### config.mk
export PLATFORM = sky130hd
export DESIGN_NAME = aps_seq
export DESIGN_NICKNAME = d
export VERILOG_FILES = /design/src/aps_pkg.sv /design/src/aps_pos_law.sv /design/src/aps_seq.sv
export VERILOG_INCLUDE_DIRS = /design/src
export SDC_FILE = /design/constraint.sdc
export NUM_CORES = 2
export LEC_CHECK = 0
export BUFFER_PORTS_ARGS = -buffer_cell sky130_fd_sc_hd__buf_2
export CORE_MARGIN = 4
export CORE_UTILIZATION = 55
export CTS_CLUSTER_SIZE = 14
export DETAILED_ROUTE_END_ITERATION = 8
export PLACE_DENSITY = 0.75
export SLEW_MARGIN = 20
export SYNTH_ARGS = -nofsm -noshare
export SYNTH_HDL_FRONTEND = slang
export SYNTH_SLANG_ARGS = --single-unit
export TNS_END_PERCENT = 30
### constraint.sdc
create_clock -name clk -period 19.8 [get_ports clk]
set_input_delay 0 -clock clk [delete_from_list [all_inputs] [get_ports clk]]
set_output_delay 0 -clock clk [all_outputs]
set_load 0.02 [all_outputs]
### src/aps_map.svh
// register offsets, field positions, reset values and timing counts
// assumes a 125 MHz clock and a 32-bit APB register bus
`ifndef APS_MAP_SVH
`define APS_MAP_SVH

`define APS_OFS_CTRL       12'h000
`define APS_OFS_MULT       12'h004
`define APS_OFS_APPROACH   12'h008
`define APS_OFS_FWD_REF    12'h00C
`define APS_OFS_REV_REF    12'h010
`define APS_OFS_TOL        12'h014
`define APS_OFS_POS_GAIN   12'h018
`define APS_OFS_HOLD_KP    12'h01C
`define APS_OFS_HOLD_KI    12'h020
`define APS_OFS_HOLD_KD    12'h024
`define APS_OFS_NORM_KP    12'h028
`define APS_OFS_NORM_KI    12'h02C
`define APS_OFS_NORM_KD    12'h030
`define APS_OFS_FULL_SCALE 12'h034
`define APS_OFS_OUT_SEL    12'h038
`define APS_OFS_STATUS     12'h03C
`define APS_OFS_INT_STAT   12'h040
`define APS_OFS_INT_MASK   12'h044
`define APS_OFS_POSITION   12'h048

`define APS_CTRL_ENABLE    0
`define APS_CTRL_SUPPRESS  1
`define APS_CTRL_FB_ENC    2
`define APS_CTRL_RAMP_BYP  3
`define APS_OUT_SW_LSB     8

`define APS_INT_DONE       0
`define APS_INT_ZERO       1
`define APS_INT_ABORT      2

`define APS_RST_CTRL       4'h0
`define APS_RST_WORD       16'h0000
`define APS_RST_FULL_SCALE 16'h2710
`define APS_RST_POS_GAIN   16'h0100

`define APS_CLK_KHZ        125000
`define APS_SETTLE_MS      200
`define APS_BLINK_MS       500

`endif

### src/aps_pkg.sv
// types shared by the positioning sequencer
// constants live in aps_map.svh
package aps_pkg;
   typedef enum logic [2:0] {
      ST_SPEED,
      ST_APPROACH,
      ST_ZERO_WAIT,
      ST_POSITION,
      ST_DONE_SUPPR,
      ST_DONE_HOLD
   } aps_state_type;

   typedef logic signed [15:0] aps_speed_type;
endpackage

### src/aps_pos_law.sv
// proportional position law with magnitude limit
// assumes error in encoder pulses, gain in 1/256 steps
`timescale 1ns/1ps
module aps_pos_law
   import aps_pkg::*;
(
   input  wire logic signed [31:0] err,
   input  wire logic        [15:0] gain,
   input  wire logic        [15:0] limit,
   output aps_speed_type           cmd,
   output logic             [31:0] abs_err
);
   logic signed [48:0] prod;
   logic signed [48:0] scaled;
   logic signed [48:0] lim_s;

   always_comb begin
      abs_err = err[31] ? 32'(-err) : 32'(err);
      prod    = err * $signed({1'b0, gain});
      scaled  = prod >>> 8;
      lim_s   = $signed({33'h0, limit});
      if (scaled > lim_s) begin
         cmd = aps_speed_type'(limit);
      end else if (scaled < -lim_s) begin
         cmd = aps_speed_type'(-$signed({1'b0, limit}));
      end else begin
         cmd = scaled[15:0];
      end
   end
endmodule

### src/aps_seq.sv
// angular positioning sequencer with APB register file
// assumes quadrature encoder pins, speed feedback on clk, one clock
`timescale 1ns/1ps
`include "aps_map.svh"

// Function
// - command off: plain speed regulation only
// - command on: approach speed, sign from rotation
// - zero search after speed held 200ms
// - forward or reverse reference by direction
// - references in pulses, speed in percent
// - nonzero multiplier scales the reference
// - proportional gain applied to position error
// - error inside tolerance: stop, declare complete
// - suppress option: suppress and blink H/3
// - no suppress: hold with alternate gains
// - logic outputs may show error-zero
module aps_seq
   import aps_pkg::*;
#(
   parameter int unsigned SETTLE_CYC =
      `APS_SETTLE_MS * (`APS_CLK_KHZ),
   parameter int unsigned BLINK_CYC  =
      `APS_BLINK_MS * (`APS_CLK_KHZ),
   parameter logic [15:0] REACH_BAND = 16'h0010
)
(
   input  wire logic        clk,
   input  wire logic        rst_n,
   input  wire logic        psel,
   input  wire logic        penable,
   input  wire logic        pwrite,
   input  wire logic [11:0] paddr,
   input  wire logic [31:0] pwdata,
   output logic      [31:0] prdata_q,
   output logic             pready_q,
   output logic             pslverr_q,
   input  wire logic        position_command_input,
   input  wire logic        enc_a,
   input  wire logic        enc_b,
   input  wire logic        enc_zero,
   input  aps_speed_type    speed_fb,
   input  aps_speed_type    speed_demand,
   output aps_speed_type    speed_ref_q,
   output logic             pos_loop_active_q,
   output logic             suppress_q,
   output logic             display_h_q,
   output logic             display_3_q,
   output logic      [15:0] speed_kp_q,
   output logic      [15:0] speed_ki_q,
   output logic      [15:0] speed_kd_q,
   output logic      [5:0]  logic_outputs_q,
   output logic             irq_q
);
   localparam logic [31:0] SETTLE_LAST = 32'(SETTLE_CYC - 1);
   localparam logic [31:0] BLINK_LAST  = 32'(BLINK_CYC - 1);

   // configuration registers
   logic [3:0]  ctrl_q;
   logic [15:0] mult_q;
   logic [6:0]  approach_q;
   logic [15:0] fwd_ref_q;
   logic [15:0] rev_ref_q;
   logic [31:0] tol_q;
   logic [15:0] pos_gain_q;
   logic [15:0] hold_kp_q;
   logic [15:0] hold_ki_q;
   logic [15:0] hold_kd_q;
   logic [15:0] norm_kp_q;
   logic [15:0] norm_ki_q;
   logic [15:0] norm_kd_q;
   logic [15:0] full_scale_q;
   logic [13:0] out_sel_q;
   logic [2:0]  int_stat_q;
   logic [2:0]  int_mask_q;

   // pin synchronisers
   logic [3:0]  sync1_q;
   logic [3:0]  sync2_q;
   logic [3:0]  prev_q;

   aps_state_type      state_q;
   logic               dir_q;
   logic [31:0]        settle_q;
   logic signed [31:0] pos_q;
   logic [31:0]        blink_q;
   logic               blink_ph_q;

   logic               wr_en;
   logic               rd_en;
   logic               cfg_ok;
   logic               cmd_act;
   logic               z_rise;
   logic               reached;
   logic [22:0]        tgt_prod;
   logic [15:0]        target;
   aps_speed_type      target_s;
   aps_speed_type      approach_ref;
   logic signed [16:0] spd_diff;
   logic [16:0]        spd_dev;
   logic [31:0]        ref_base;
   logic [31:0]        ref_eff;
   logic signed [31:0] travel;
   logic signed [31:0] err;
   aps_speed_type      law_cmd;
   logic [31:0]        abs_err;
   logic               in_tol;
   logic               err_zero;
   logic [2:0]         events;
   logic [2:0]         int_clr;

   assign wr_en = psel && penable && pready_q && pwrite;
   assign rd_en = psel && penable && !pready_q;

   // APB answer: one wait state, unmapped raises pslverr
   always_ff @(posedge clk or negedge rst_n) begin
      if (!rst_n) begin
         pready_q  <= 1'b0;
         pslverr_q <= 1'b0;
         prdata_q  <= 32'h0000_0000;
      end else begin
         pready_q  <= psel && penable && !pready_q;
         pslverr_q <= 1'b0;
         if (rd_en) begin
            prdata_q <= 32'h0000_0000;
            case (paddr)
               `APS_OFS_CTRL:       prdata_q <= {28'h0, ctrl_q};
               `APS_OFS_MULT:       prdata_q <= {16'h0, mult_q};
               `APS_OFS_APPROACH:   prdata_q <= {25'h0, approach_q};
               `APS_OFS_FWD_REF:    prdata_q <= {16'h0, fwd_ref_q};
               `APS_OFS_REV_REF:    prdata_q <= {16'h0, rev_ref_q};
               `APS_OFS_TOL:        prdata_q <= tol_q;
               `APS_OFS_POS_GAIN:   prdata_q <= {16'h0, pos_gain_q};
               `APS_OFS_HOLD_KP:    prdata_q <= {16'h0, hold_kp_q};
               `APS_OFS_HOLD_KI:    prdata_q <= {16'h0, hold_ki_q};
               `APS_OFS_HOLD_KD:    prdata_q <= {16'h0, hold_kd_q};
               `APS_OFS_NORM_KP:    prdata_q <= {16'h0, norm_kp_q};
               `APS_OFS_NORM_KI:    prdata_q <= {16'h0, norm_ki_q};
               `APS_OFS_NORM_KD:    prdata_q <= {16'h0, norm_kd_q};
               `APS_OFS_FULL_SCALE: prdata_q <= {16'h0, full_scale_q};
               `APS_OFS_OUT_SEL:    prdata_q <= {18'h0, out_sel_q};
               `APS_OFS_STATUS:
                  prdata_q <= {24'h0, err_zero, dir_q, suppress_q,
                               2'h0, state_q};
               `APS_OFS_INT_STAT:   prdata_q <= {29'h0, int_stat_q};
               `APS_OFS_INT_MASK:   prdata_q <= {29'h0, int_mask_q};
               `APS_OFS_POSITION:   prdata_q <= pos_q;
               default:             pslverr_q <= 1'b1;
            endcase
         end else if (psel && penable && !pready_q) begin
            pslverr_q <= 1'b0;
         end
         if (psel && penable && !pready_q && pwrite) begin
            case (paddr)
               `APS_OFS_STATUS, `APS_OFS_POSITION: pslverr_q <= 1'b1;
               default: ;
            endcase
         end
      end
   end

   // register writes
   always_ff @(posedge clk or negedge rst_n) begin
      if (!rst_n) begin
         ctrl_q       <= `APS_RST_CTRL;
         mult_q       <= `APS_RST_WORD;
         approach_q   <= 7'h00;
         fwd_ref_q    <= `APS_RST_WORD;
         rev_ref_q    <= `APS_RST_WORD;
         tol_q        <= 32'h0000_0000;
         pos_gain_q   <= `APS_RST_POS_GAIN;
         hold_kp_q    <= `APS_RST_WORD;
         hold_ki_q    <= `APS_RST_WORD;
         hold_kd_q    <= `APS_RST_WORD;
         norm_kp_q    <= `APS_RST_WORD;
         norm_ki_q    <= `APS_RST_WORD;
         norm_kd_q    <= `APS_RST_WORD;
         full_scale_q <= `APS_RST_FULL_SCALE;
         out_sel_q    <= 14'h0000;
         int_mask_q   <= 3'h0;
      end else if (wr_en) begin
         case (paddr)
            `APS_OFS_CTRL:       ctrl_q       <= pwdata[3:0];
            `APS_OFS_MULT:       mult_q       <= pwdata[15:0];
            `APS_OFS_APPROACH:   approach_q   <= pwdata[6:0];
            `APS_OFS_FWD_REF:    fwd_ref_q    <= pwdata[15:0];
            `APS_OFS_REV_REF:    rev_ref_q    <= pwdata[15:0];
            `APS_OFS_TOL:        tol_q        <= pwdata;
            `APS_OFS_POS_GAIN:   pos_gain_q   <= pwdata[15:0];
            `APS_OFS_HOLD_KP:    hold_kp_q    <= pwdata[15:0];
            `APS_OFS_HOLD_KI:    hold_ki_q    <= pwdata[15:0];
            `APS_OFS_HOLD_KD:    hold_kd_q    <= pwdata[15:0];
            `APS_OFS_NORM_KP:    norm_kp_q    <= pwdata[15:0];
            `APS_OFS_NORM_KI:    norm_ki_q    <= pwdata[15:0];
            `APS_OFS_NORM_KD:    norm_kd_q    <= pwdata[15:0];
            `APS_OFS_FULL_SCALE: full_scale_q <= pwdata[15:0];
            `APS_OFS_OUT_SEL:    out_sel_q    <= pwdata[13:0];
            `APS_OFS_INT_MASK:   int_mask_q   <= pwdata[2:0];
            default: ;
         endcase
      end
   end

   // two-flop pin synchronisers, third stage for edges
   always_ff @(posedge clk or negedge rst_n) begin
      if (!rst_n) begin
         sync1_q <= 4'h0;
         sync2_q <= 4'h0;
         prev_q  <= 4'h0;
      end else begin
         sync1_q <= {position_command_input, enc_zero, enc_b, enc_a};
         sync2_q <= sync1_q;
         prev_q  <= sync2_q;
      end
   end

   // relied on: function runs only when configured
   assign cfg_ok  = ctrl_q[`APS_CTRL_ENABLE] && ctrl_q[`APS_CTRL_FB_ENC]
                    && ctrl_q[`APS_CTRL_RAMP_BYP];
   assign cmd_act = sync2_q[3] && cfg_ok;
   assign z_rise  = sync2_q[2] && !prev_q[2];

   // approach magnitude as percent of full scale
   assign tgt_prod     = {16'h0000, approach_q} * {7'h00, full_scale_q};
   assign target       = 16'(tgt_prod / 23'd100);
   assign target_s     = aps_speed_type'(target);
   assign approach_ref = dir_q ? aps_speed_type'(-target_s) : target_s;
   assign spd_diff     = 17'(speed_fb - approach_ref);
   assign spd_dev      = spd_diff[16] ? 17'(-spd_diff) : 17'(spd_diff);
   assign reached      = spd_dev <= {1'b0, REACH_BAND};

   assign ref_base = dir_q ? {16'h0, rev_ref_q} : {16'h0, fwd_ref_q};
   assign ref_eff  = (mult_q != 16'h0000) ?
                     (ref_base * {16'h0000, mult_q}) : ref_base;
   assign travel   = dir_q ? 32'(-pos_q) : pos_q;
   assign err      = $signed(ref_eff) - travel;
   assign in_tol   = abs_err < tol_q;
   assign err_zero = (state_q == ST_DONE_SUPPR ||
                      state_q == ST_DONE_HOLD) && in_tol;

   aps_pos_law u_law (
      .err     (err),
      .gain    (pos_gain_q),
      .limit   (target),
      .cmd     (law_cmd),
      .abs_err (abs_err)
   );

   // quadrature count, cleared on zero pulse acquisition
   always_ff @(posedge clk or negedge rst_n) begin
      if (!rst_n) begin
         pos_q <= 32'sh0000_0000;
      end else if (state_q == ST_ZERO_WAIT && z_rise) begin
         pos_q <= 32'sh0000_0000;
      end else if (sync2_q[1:0] != prev_q[1:0]) begin
         pos_q <= (sync2_q[0] ^ prev_q[1]) ? pos_q + 32'sd1
                                           : pos_q - 32'sd1;
      end
   end

   // sequencer
   always_ff @(posedge clk or negedge rst_n) begin
      if (!rst_n) begin
         state_q  <= ST_SPEED;
         dir_q    <= 1'b0;
         settle_q <= 32'h0000_0000;
      end else begin
         case (state_q)
            ST_SPEED: begin
               settle_q <= 32'h0000_0000;
               if (cmd_act) begin
                  dir_q   <= speed_fb < 0;
                  state_q <= ST_APPROACH;
               end
            end
            ST_APPROACH: begin
               if (!reached) begin
                  settle_q <= 32'h0000_0000;
               end else if (settle_q == SETTLE_LAST) begin
                  state_q <= ST_ZERO_WAIT;
               end else begin
                  settle_q <= settle_q + 32'h1;
               end
            end
            ST_ZERO_WAIT: begin
               if (z_rise) begin
                  state_q <= ST_POSITION;
               end
            end
            ST_POSITION: begin
               if (in_tol) begin
                  state_q <= ctrl_q[`APS_CTRL_SUPPRESS] ?
                             ST_DONE_SUPPR : ST_DONE_HOLD;
               end
            end
            ST_DONE_SUPPR, ST_DONE_HOLD: ;
            default: state_q <= ST_SPEED;
         endcase
         if (!cmd_act && state_q != ST_SPEED) begin
            state_q <= ST_SPEED;
         end
      end
   end

   // speed reference and gain selection
   always_ff @(posedge clk or negedge rst_n) begin
      if (!rst_n) begin
         speed_ref_q       <= 16'sh0000;
         pos_loop_active_q <= 1'b0;
         suppress_q        <= 1'b0;
         speed_kp_q        <= `APS_RST_WORD;
         speed_ki_q        <= `APS_RST_WORD;
         speed_kd_q        <= `APS_RST_WORD;
      end else begin
         pos_loop_active_q <= state_q == ST_POSITION ||
                              state_q == ST_DONE_HOLD;
         suppress_q        <= state_q == ST_DONE_SUPPR;
         speed_kp_q        <= norm_kp_q;
         speed_ki_q        <= norm_ki_q;
         speed_kd_q        <= norm_kd_q;
         case (state_q)
            ST_SPEED:      speed_ref_q <= speed_demand;
            ST_APPROACH:   speed_ref_q <= approach_ref;
            ST_ZERO_WAIT:  speed_ref_q <= approach_ref;
            ST_POSITION:
               speed_ref_q <= dir_q ? aps_speed_type'(-law_cmd) : law_cmd;
            ST_DONE_SUPPR: speed_ref_q <= 16'sh0000;
            ST_DONE_HOLD: begin
               speed_ref_q <= dir_q ? aps_speed_type'(-law_cmd) : law_cmd;
               speed_kp_q  <= hold_kp_q;
               speed_ki_q  <= hold_ki_q;
               speed_kd_q  <= hold_kd_q;
            end
            default:       speed_ref_q <= 16'sh0000;
         endcase
      end
   end

   // alternating H and 3 while suppressed
   always_ff @(posedge clk or negedge rst_n) begin
      if (!rst_n) begin
         blink_q     <= 32'h0000_0000;
         blink_ph_q  <= 1'b0;
         display_h_q <= 1'b0;
         display_3_q <= 1'b0;
      end else if (state_q != ST_DONE_SUPPR) begin
         blink_q     <= 32'h0000_0000;
         blink_ph_q  <= 1'b0;
         display_h_q <= 1'b0;
         display_3_q <= 1'b0;
      end else begin
         display_h_q <= !blink_ph_q;
         display_3_q <= blink_ph_q;
         if (blink_q == BLINK_LAST) begin
            blink_q    <= 32'h0000_0000;
            blink_ph_q <= !blink_ph_q;
         end else begin
            blink_q <= blink_q + 32'h1;
         end
      end
   end

   for (genvar i = 0; i < 6; i++) begin : g_out
      always_ff @(posedge clk or negedge rst_n) begin
         if (!rst_n) begin
            logic_outputs_q[i] <= 1'b0;
         end else begin
            logic_outputs_q[i] <= out_sel_q[i] ? err_zero
                                  : out_sel_q[`APS_OUT_SW_LSB + i];
         end
      end
   end

   // sticky events, set wins over write-one-clear
   assign events[`APS_INT_DONE]  = state_q == ST_POSITION && in_tol &&
                                   cmd_act;
   assign events[`APS_INT_ZERO]  = state_q == ST_ZERO_WAIT && z_rise &&
                                   cmd_act;
   assign events[`APS_INT_ABORT] = state_q != ST_SPEED && !cmd_act;
   assign int_clr = (wr_en && paddr == `APS_OFS_INT_STAT) ?
                    pwdata[2:0] : 3'h0;

   always_ff @(posedge clk or negedge rst_n) begin
      if (!rst_n) begin
         int_stat_q <= 3'h0;
         irq_q      <= 1'b0;
      end else begin
         int_stat_q <= (int_stat_q & ~int_clr) | events;
         irq_q      <= |(int_stat_q & int_mask_q);
      end
   end
endmodule
==> run summary <==
The flow ran to the end, but the final reports show violations. The checks that failed: negative setup slack. After routing the design area is 72,900 um2.

The worst endpoint required time is 20.28 ns, and the final worst-path cycle share is 101%. The count of distinct cell types in the synthesized netlist was 122. The synthesis-to-layout area growth was 19.3%.

Measured along the y axis, the die boundary spans 341 um. The multi-input combinational cells in the finished layout cover a total of 46,400 um2. Number of flip-flops and latches in the synthesized netlist: 460. Dividing the detail-routed wire length by the instance count gives 21.6 um. Global routing used 33.1% of the available tracks across all layers. The prevailing post-synth register cell was sky130_fd_sc_hd__dfrtp_1. Clock tree synthesis found a total of 460 sinks.

The via count of the first global-routing pass is 55,500, and the overall via count from detail_route is 53,400. The run gives 35.0 nW as the leakage power of the design. For this block, the routed nets add up to 194,000 um of wire. The count of yosys warnings during synthesis was 0. The count of nets left with antenna violations once routing finished came out at 0. The power per unit of standard cell area came out at 47.7 nW/um2. STA classifies the critical path endpoint as a register. The synthesized design contains 0 enable-type register cells. Standard cell with the maximum stage delay on the critical path: sky130_fd_sc_hd__or4_4. In this run the tool buffered the top-level ports with 193 buffer cells.

The core region is 110,000 um2. Counting tap cells, the placed design contains a total of 8,752 instances. The logs give 10 for the final count of negative-setup-slack endpoints and 4,875 for the number of DRC violations after detailed-routing iteration 0. The run gives 3.48 mW as the total design power. The clock reaches the later pin of the worst-skew pair after 0.66 ns. The number of max-slew violations in the final report was 0. The longest clock path from root to sink contains 3 buffers. The run gives 150,000 um as the HPWL reported at the end of detailed placement. The clock input transition at the sequential cells of the worst setup and hold paths is 0.06 ns, and the initial antenna violation count is 5. The run gives 66.5% as the share of the core filled with cells. Measured against its own limit, the worst slew margin works out to 19.4%. Derived from the worst setup path, the maximum achievable clock frequency is 50.2 MHz.

Hold is met by 0.0253 ns. The worst clock skew on the final layout is 0.0689 ns. The reg-to-reg critical path startpoint was full_scale_q[6]. Counting the fill cells in the layout gives 8,683. The fraction of layout cells with a size suffix above 1 is 21.7%.

VDD sags by at most 0.0947 mV. At the end of routability-driven placement, the weighted congestion stood at 0.979. The transition time at the pin with the least slew margin came out at 1.21 ns. In the synthesized netlist the async set-or-reset flop fraction comes to 100%. Terminus of the critical flop-to-flop path: speed_ref_q[14]. The final hold violation count was 0.

TritonCTS built the clock tree. For the netlist area before placement, the log shows 61,100 um2. When the netlist entered floorplanning its net count stood at 8,014. The die covers 116,000 um2. Cell seen most often among critical-path stages: sky130_fd_sc_hd__buf_4. The first-pass GRT wire length is 306,000 um, and the row count is 121.

Counting the buffers created by CTS gives 51. After detailed placement, the total cell area comes to 68,000 um2. After detailed routing, the number of remaining DRC violations is 0. The logs give 0 for the count of max-cap constraint violations and 9 for the first-pass iteration count of the detailed router. The classification of the worst setup path was register to register. The tree is rooted in a sky130_fd_sc_hd__clkbuf_16.

The filler-free cell count of the finished design came out at 8,998. The ratio of routed vias to standard cells works out to 5.93. Summing all flip-flop and latch instances after layout gives 11,500 um2.

The number of antenna diodes in the final layout is 0. The number of nets in the layout came out at 8,759. The initial cell density of the core was 55.7%; the register-to-register setup slack was -0.13 ns. The worst reg2reg path depth is 89. The startpoint of the most critical setup path is full_scale_q[6].

The maximum number of pins on one net before global-route repair came out at 179. From left edge to right edge, the die measures 341 um. Worst endpoint data arrival time: 20.40 ns. Of the synthesized area, sequential elements account for 18.9%. The largest single stage delay on the critical path is 0.60 ns.

Setup repair after global routing could not meet its margin everywhere. The cell count after synthesis came out at 6,738. The worst setup path is launched from a register.

The mean area per synthesized cell works out to 9.06 um2. The min-delay analysis places its worst path in the category primary input to asynchronous set/reset pin. The tools report the count of pins on the block boundary as 194. The H-tree was split into 2 levels. In this run the worst path has a maximum fanout of 9. Subtracting the final worst setup slack from the clock period gives 19.93 ns.

The tools report the overflow left after global routing as 0. For the final worst slack, the log shows -0.127 ns.
==> Yosys cell counts, types with 33 or more instances <==
cell type                  count  share of area, %
sky130_fd_sc_hd__a21o_1       76              0.93
sky130_fd_sc_hd__a21oi_1     250               2.0
sky130_fd_sc_hd__a221oi_1     46              0.66
sky130_fd_sc_hd__a22oi_1      81               1.0
sky130_fd_sc_hd__and2_1      359               3.7
sky130_fd_sc_hd__and3_1       51              0.52
sky130_fd_sc_hd__clkbuf_1    280               1.7
sky130_fd_sc_hd__dfrtp_1     454                19
sky130_fd_sc_hd__fa_1        753                25
sky130_fd_sc_hd__ha_1        438               9.0
sky130_fd_sc_hd__inv_1       957               5.9
sky130_fd_sc_hd__mux2_2      268               4.9
sky130_fd_sc_hd__nand2_1     685               4.2
sky130_fd_sc_hd__nand2b_1     76              0.78
sky130_fd_sc_hd__nand3_1      93              0.76
sky130_fd_sc_hd__nand4_1      49              0.50
sky130_fd_sc_hd__nor2_1      321               2.0
sky130_fd_sc_hd__nor2b_1     206               2.1
sky130_fd_sc_hd__nor3_1      104              0.85
sky130_fd_sc_hd__nor4_1       36              0.37
sky130_fd_sc_hd__o21a_1       33              0.41
sky130_fd_sc_hd__o21ai_0     220               1.8
sky130_fd_sc_hd__o21bai_1     65              0.80
sky130_fd_sc_hd__o31ai_1      35              0.43
sky130_fd_sc_hd__or3_1        36              0.37
sky130_fd_sc_hd__xnor2_1     182               2.6
sky130_fd_sc_hd__xor2_1      104               1.5
==> critical path: cells and delay by family, from the launching register on <==
kind	cells	cell delay (ns)
compound gates	36	7.16
simple gates	24	5.72
fa+ha+maj	7	2.75
buf+inv	17	2.65
mux	3	0.76
flops	1	0.40
xor+xnor	2	0.30
==> worst max-delay path by stage <==
| stage | to | slack, ns | cells past startpoint |
|---|---|---|---|
| final | speed_ref_q[14] | -0.13 | 89 |
| after global routing | speed_ref_q[14] | -0.99 | 110 |
| after CTS | speed_ref_q[12] | -0.05 | 88 |
| after detailed placement | speed_ref_q[14] | -1.11 | 82 |
| after global placement | speed_ref_q[14] | -0.80 | 80 |
| after floorplan | speed_ref_q[14] | 0.007 | 86 |
==> registers in the layout, indices dropped and copies added, names as in the netlist, 32 cells and up <==
name      count
settle_q     32
blink_q      32
pos_q        32
tol_q        32
prdata_q     32
==> cell usage in the layout (no fill, tap or decap), types with 46 or more instances in the layout <==
master	count
sky130_fd_sc_hd__fa_1	752
sky130_fd_sc_hd__inv_1	952
sky130_fd_sc_hd__nor2b_1	203
sky130_fd_sc_hd__a21oi_1	216
sky130_fd_sc_hd__a21o_1	74
sky130_fd_sc_hd__ha_1	428
sky130_fd_sc_hd__o21bai_1	64
sky130_fd_sc_hd__nor3_1	79
sky130_fd_sc_hd__nand2_1	676
sky130_fd_sc_hd__nor2_1	305
sky130_fd_sc_hd__nand2b_1	76
sky130_fd_sc_hd__nand4_1	49
sky130_fd_sc_hd__a22oi_1	75
sky130_fd_sc_hd__xnor2_1	166
sky130_fd_sc_hd__dlygate4sd3_1	62
sky130_fd_sc_hd__and2_1	353
sky130_fd_sc_hd__o21ai_0	191
sky130_fd_sc_hd__xor2_1	101
sky130_fd_sc_hd__nand3_1	87
sky130_fd_sc_hd__buf_2	193
sky130_fd_sc_hd__mux2_2	267
sky130_fd_sc_hd__buf_4	721
sky130_fd_sc_hd__clkbuf_16	53
sky130_fd_sc_hd__and3_1	46
sky130_fd_sc_hd__dfrtp_1	451
==> where the power goes <==
| group | switching (mW) | internal [mW] | total [mW] |
|---|---|---|---|
| clock | 0.440 | 0.615 | 1.06 |
| combinational | 0.802 | 0.524 | 1.33 |
| sequential | 0.106 | 0.992 | 1.10 |
==> metrics by stage <==
step	setup WS, ns	TNS [ns]
6_report	-0.127	-0.857
4_1_cts	-0.0547	-0.159
2_1_floorplan	0.00727	0
5_1_grt	-0.991	-17.07
3_5_place_dp	-1.11	-18.58
3_3_place_gp	-0.797	-9.27
==> cell families after synthesis <==
kind of cell	count (synthesis)	synth area share, %
simple gates	2097	17.2
compound gates	1106	12.4
mux	305	5.57
flops	460	18.9
buf+inv	1286	7.96
xor+xnor	289	4.20
fa+ha+maj	1195	33.7
==> repair_timing <==
item	CTS	global route
gates resized for setup	131	209
hold endpoints to repair	332	0
hold buffers	63	0
endpoints found under the setup margin	50	51
buffers inserted	34	54
pin swaps	61	114
cloned	0	3
==> routing by layer <==
layer | global-route usage [%] | vias to the layer above | share of wire, %
met4 | 13.7 | 6 | 5.0
met3 | 6.63 | 586 | 9.0
li1 | - | 23600 | -
met5 | 0 | - | 0.021
met2 | 53.8 | 2555 | 46
met1 | 43.5 | 26600 | 40
==> cell type report <==
| class | instances | share of cell area, % |
|---|---|---|
| clock buffer | 65 | 1.97 |
| clock inverter | 27 | 0.601 |
| inverter | 963 | 4.98 |
| multi-input combinational | 4992 | 63.6 |
| sequential | 460 | 15.8 |
| tap | 1476 | 2.53 |
| timing repair buffer | 1015 | 10.5 |
Note: power is estimated with default switching activity, not from simulation.
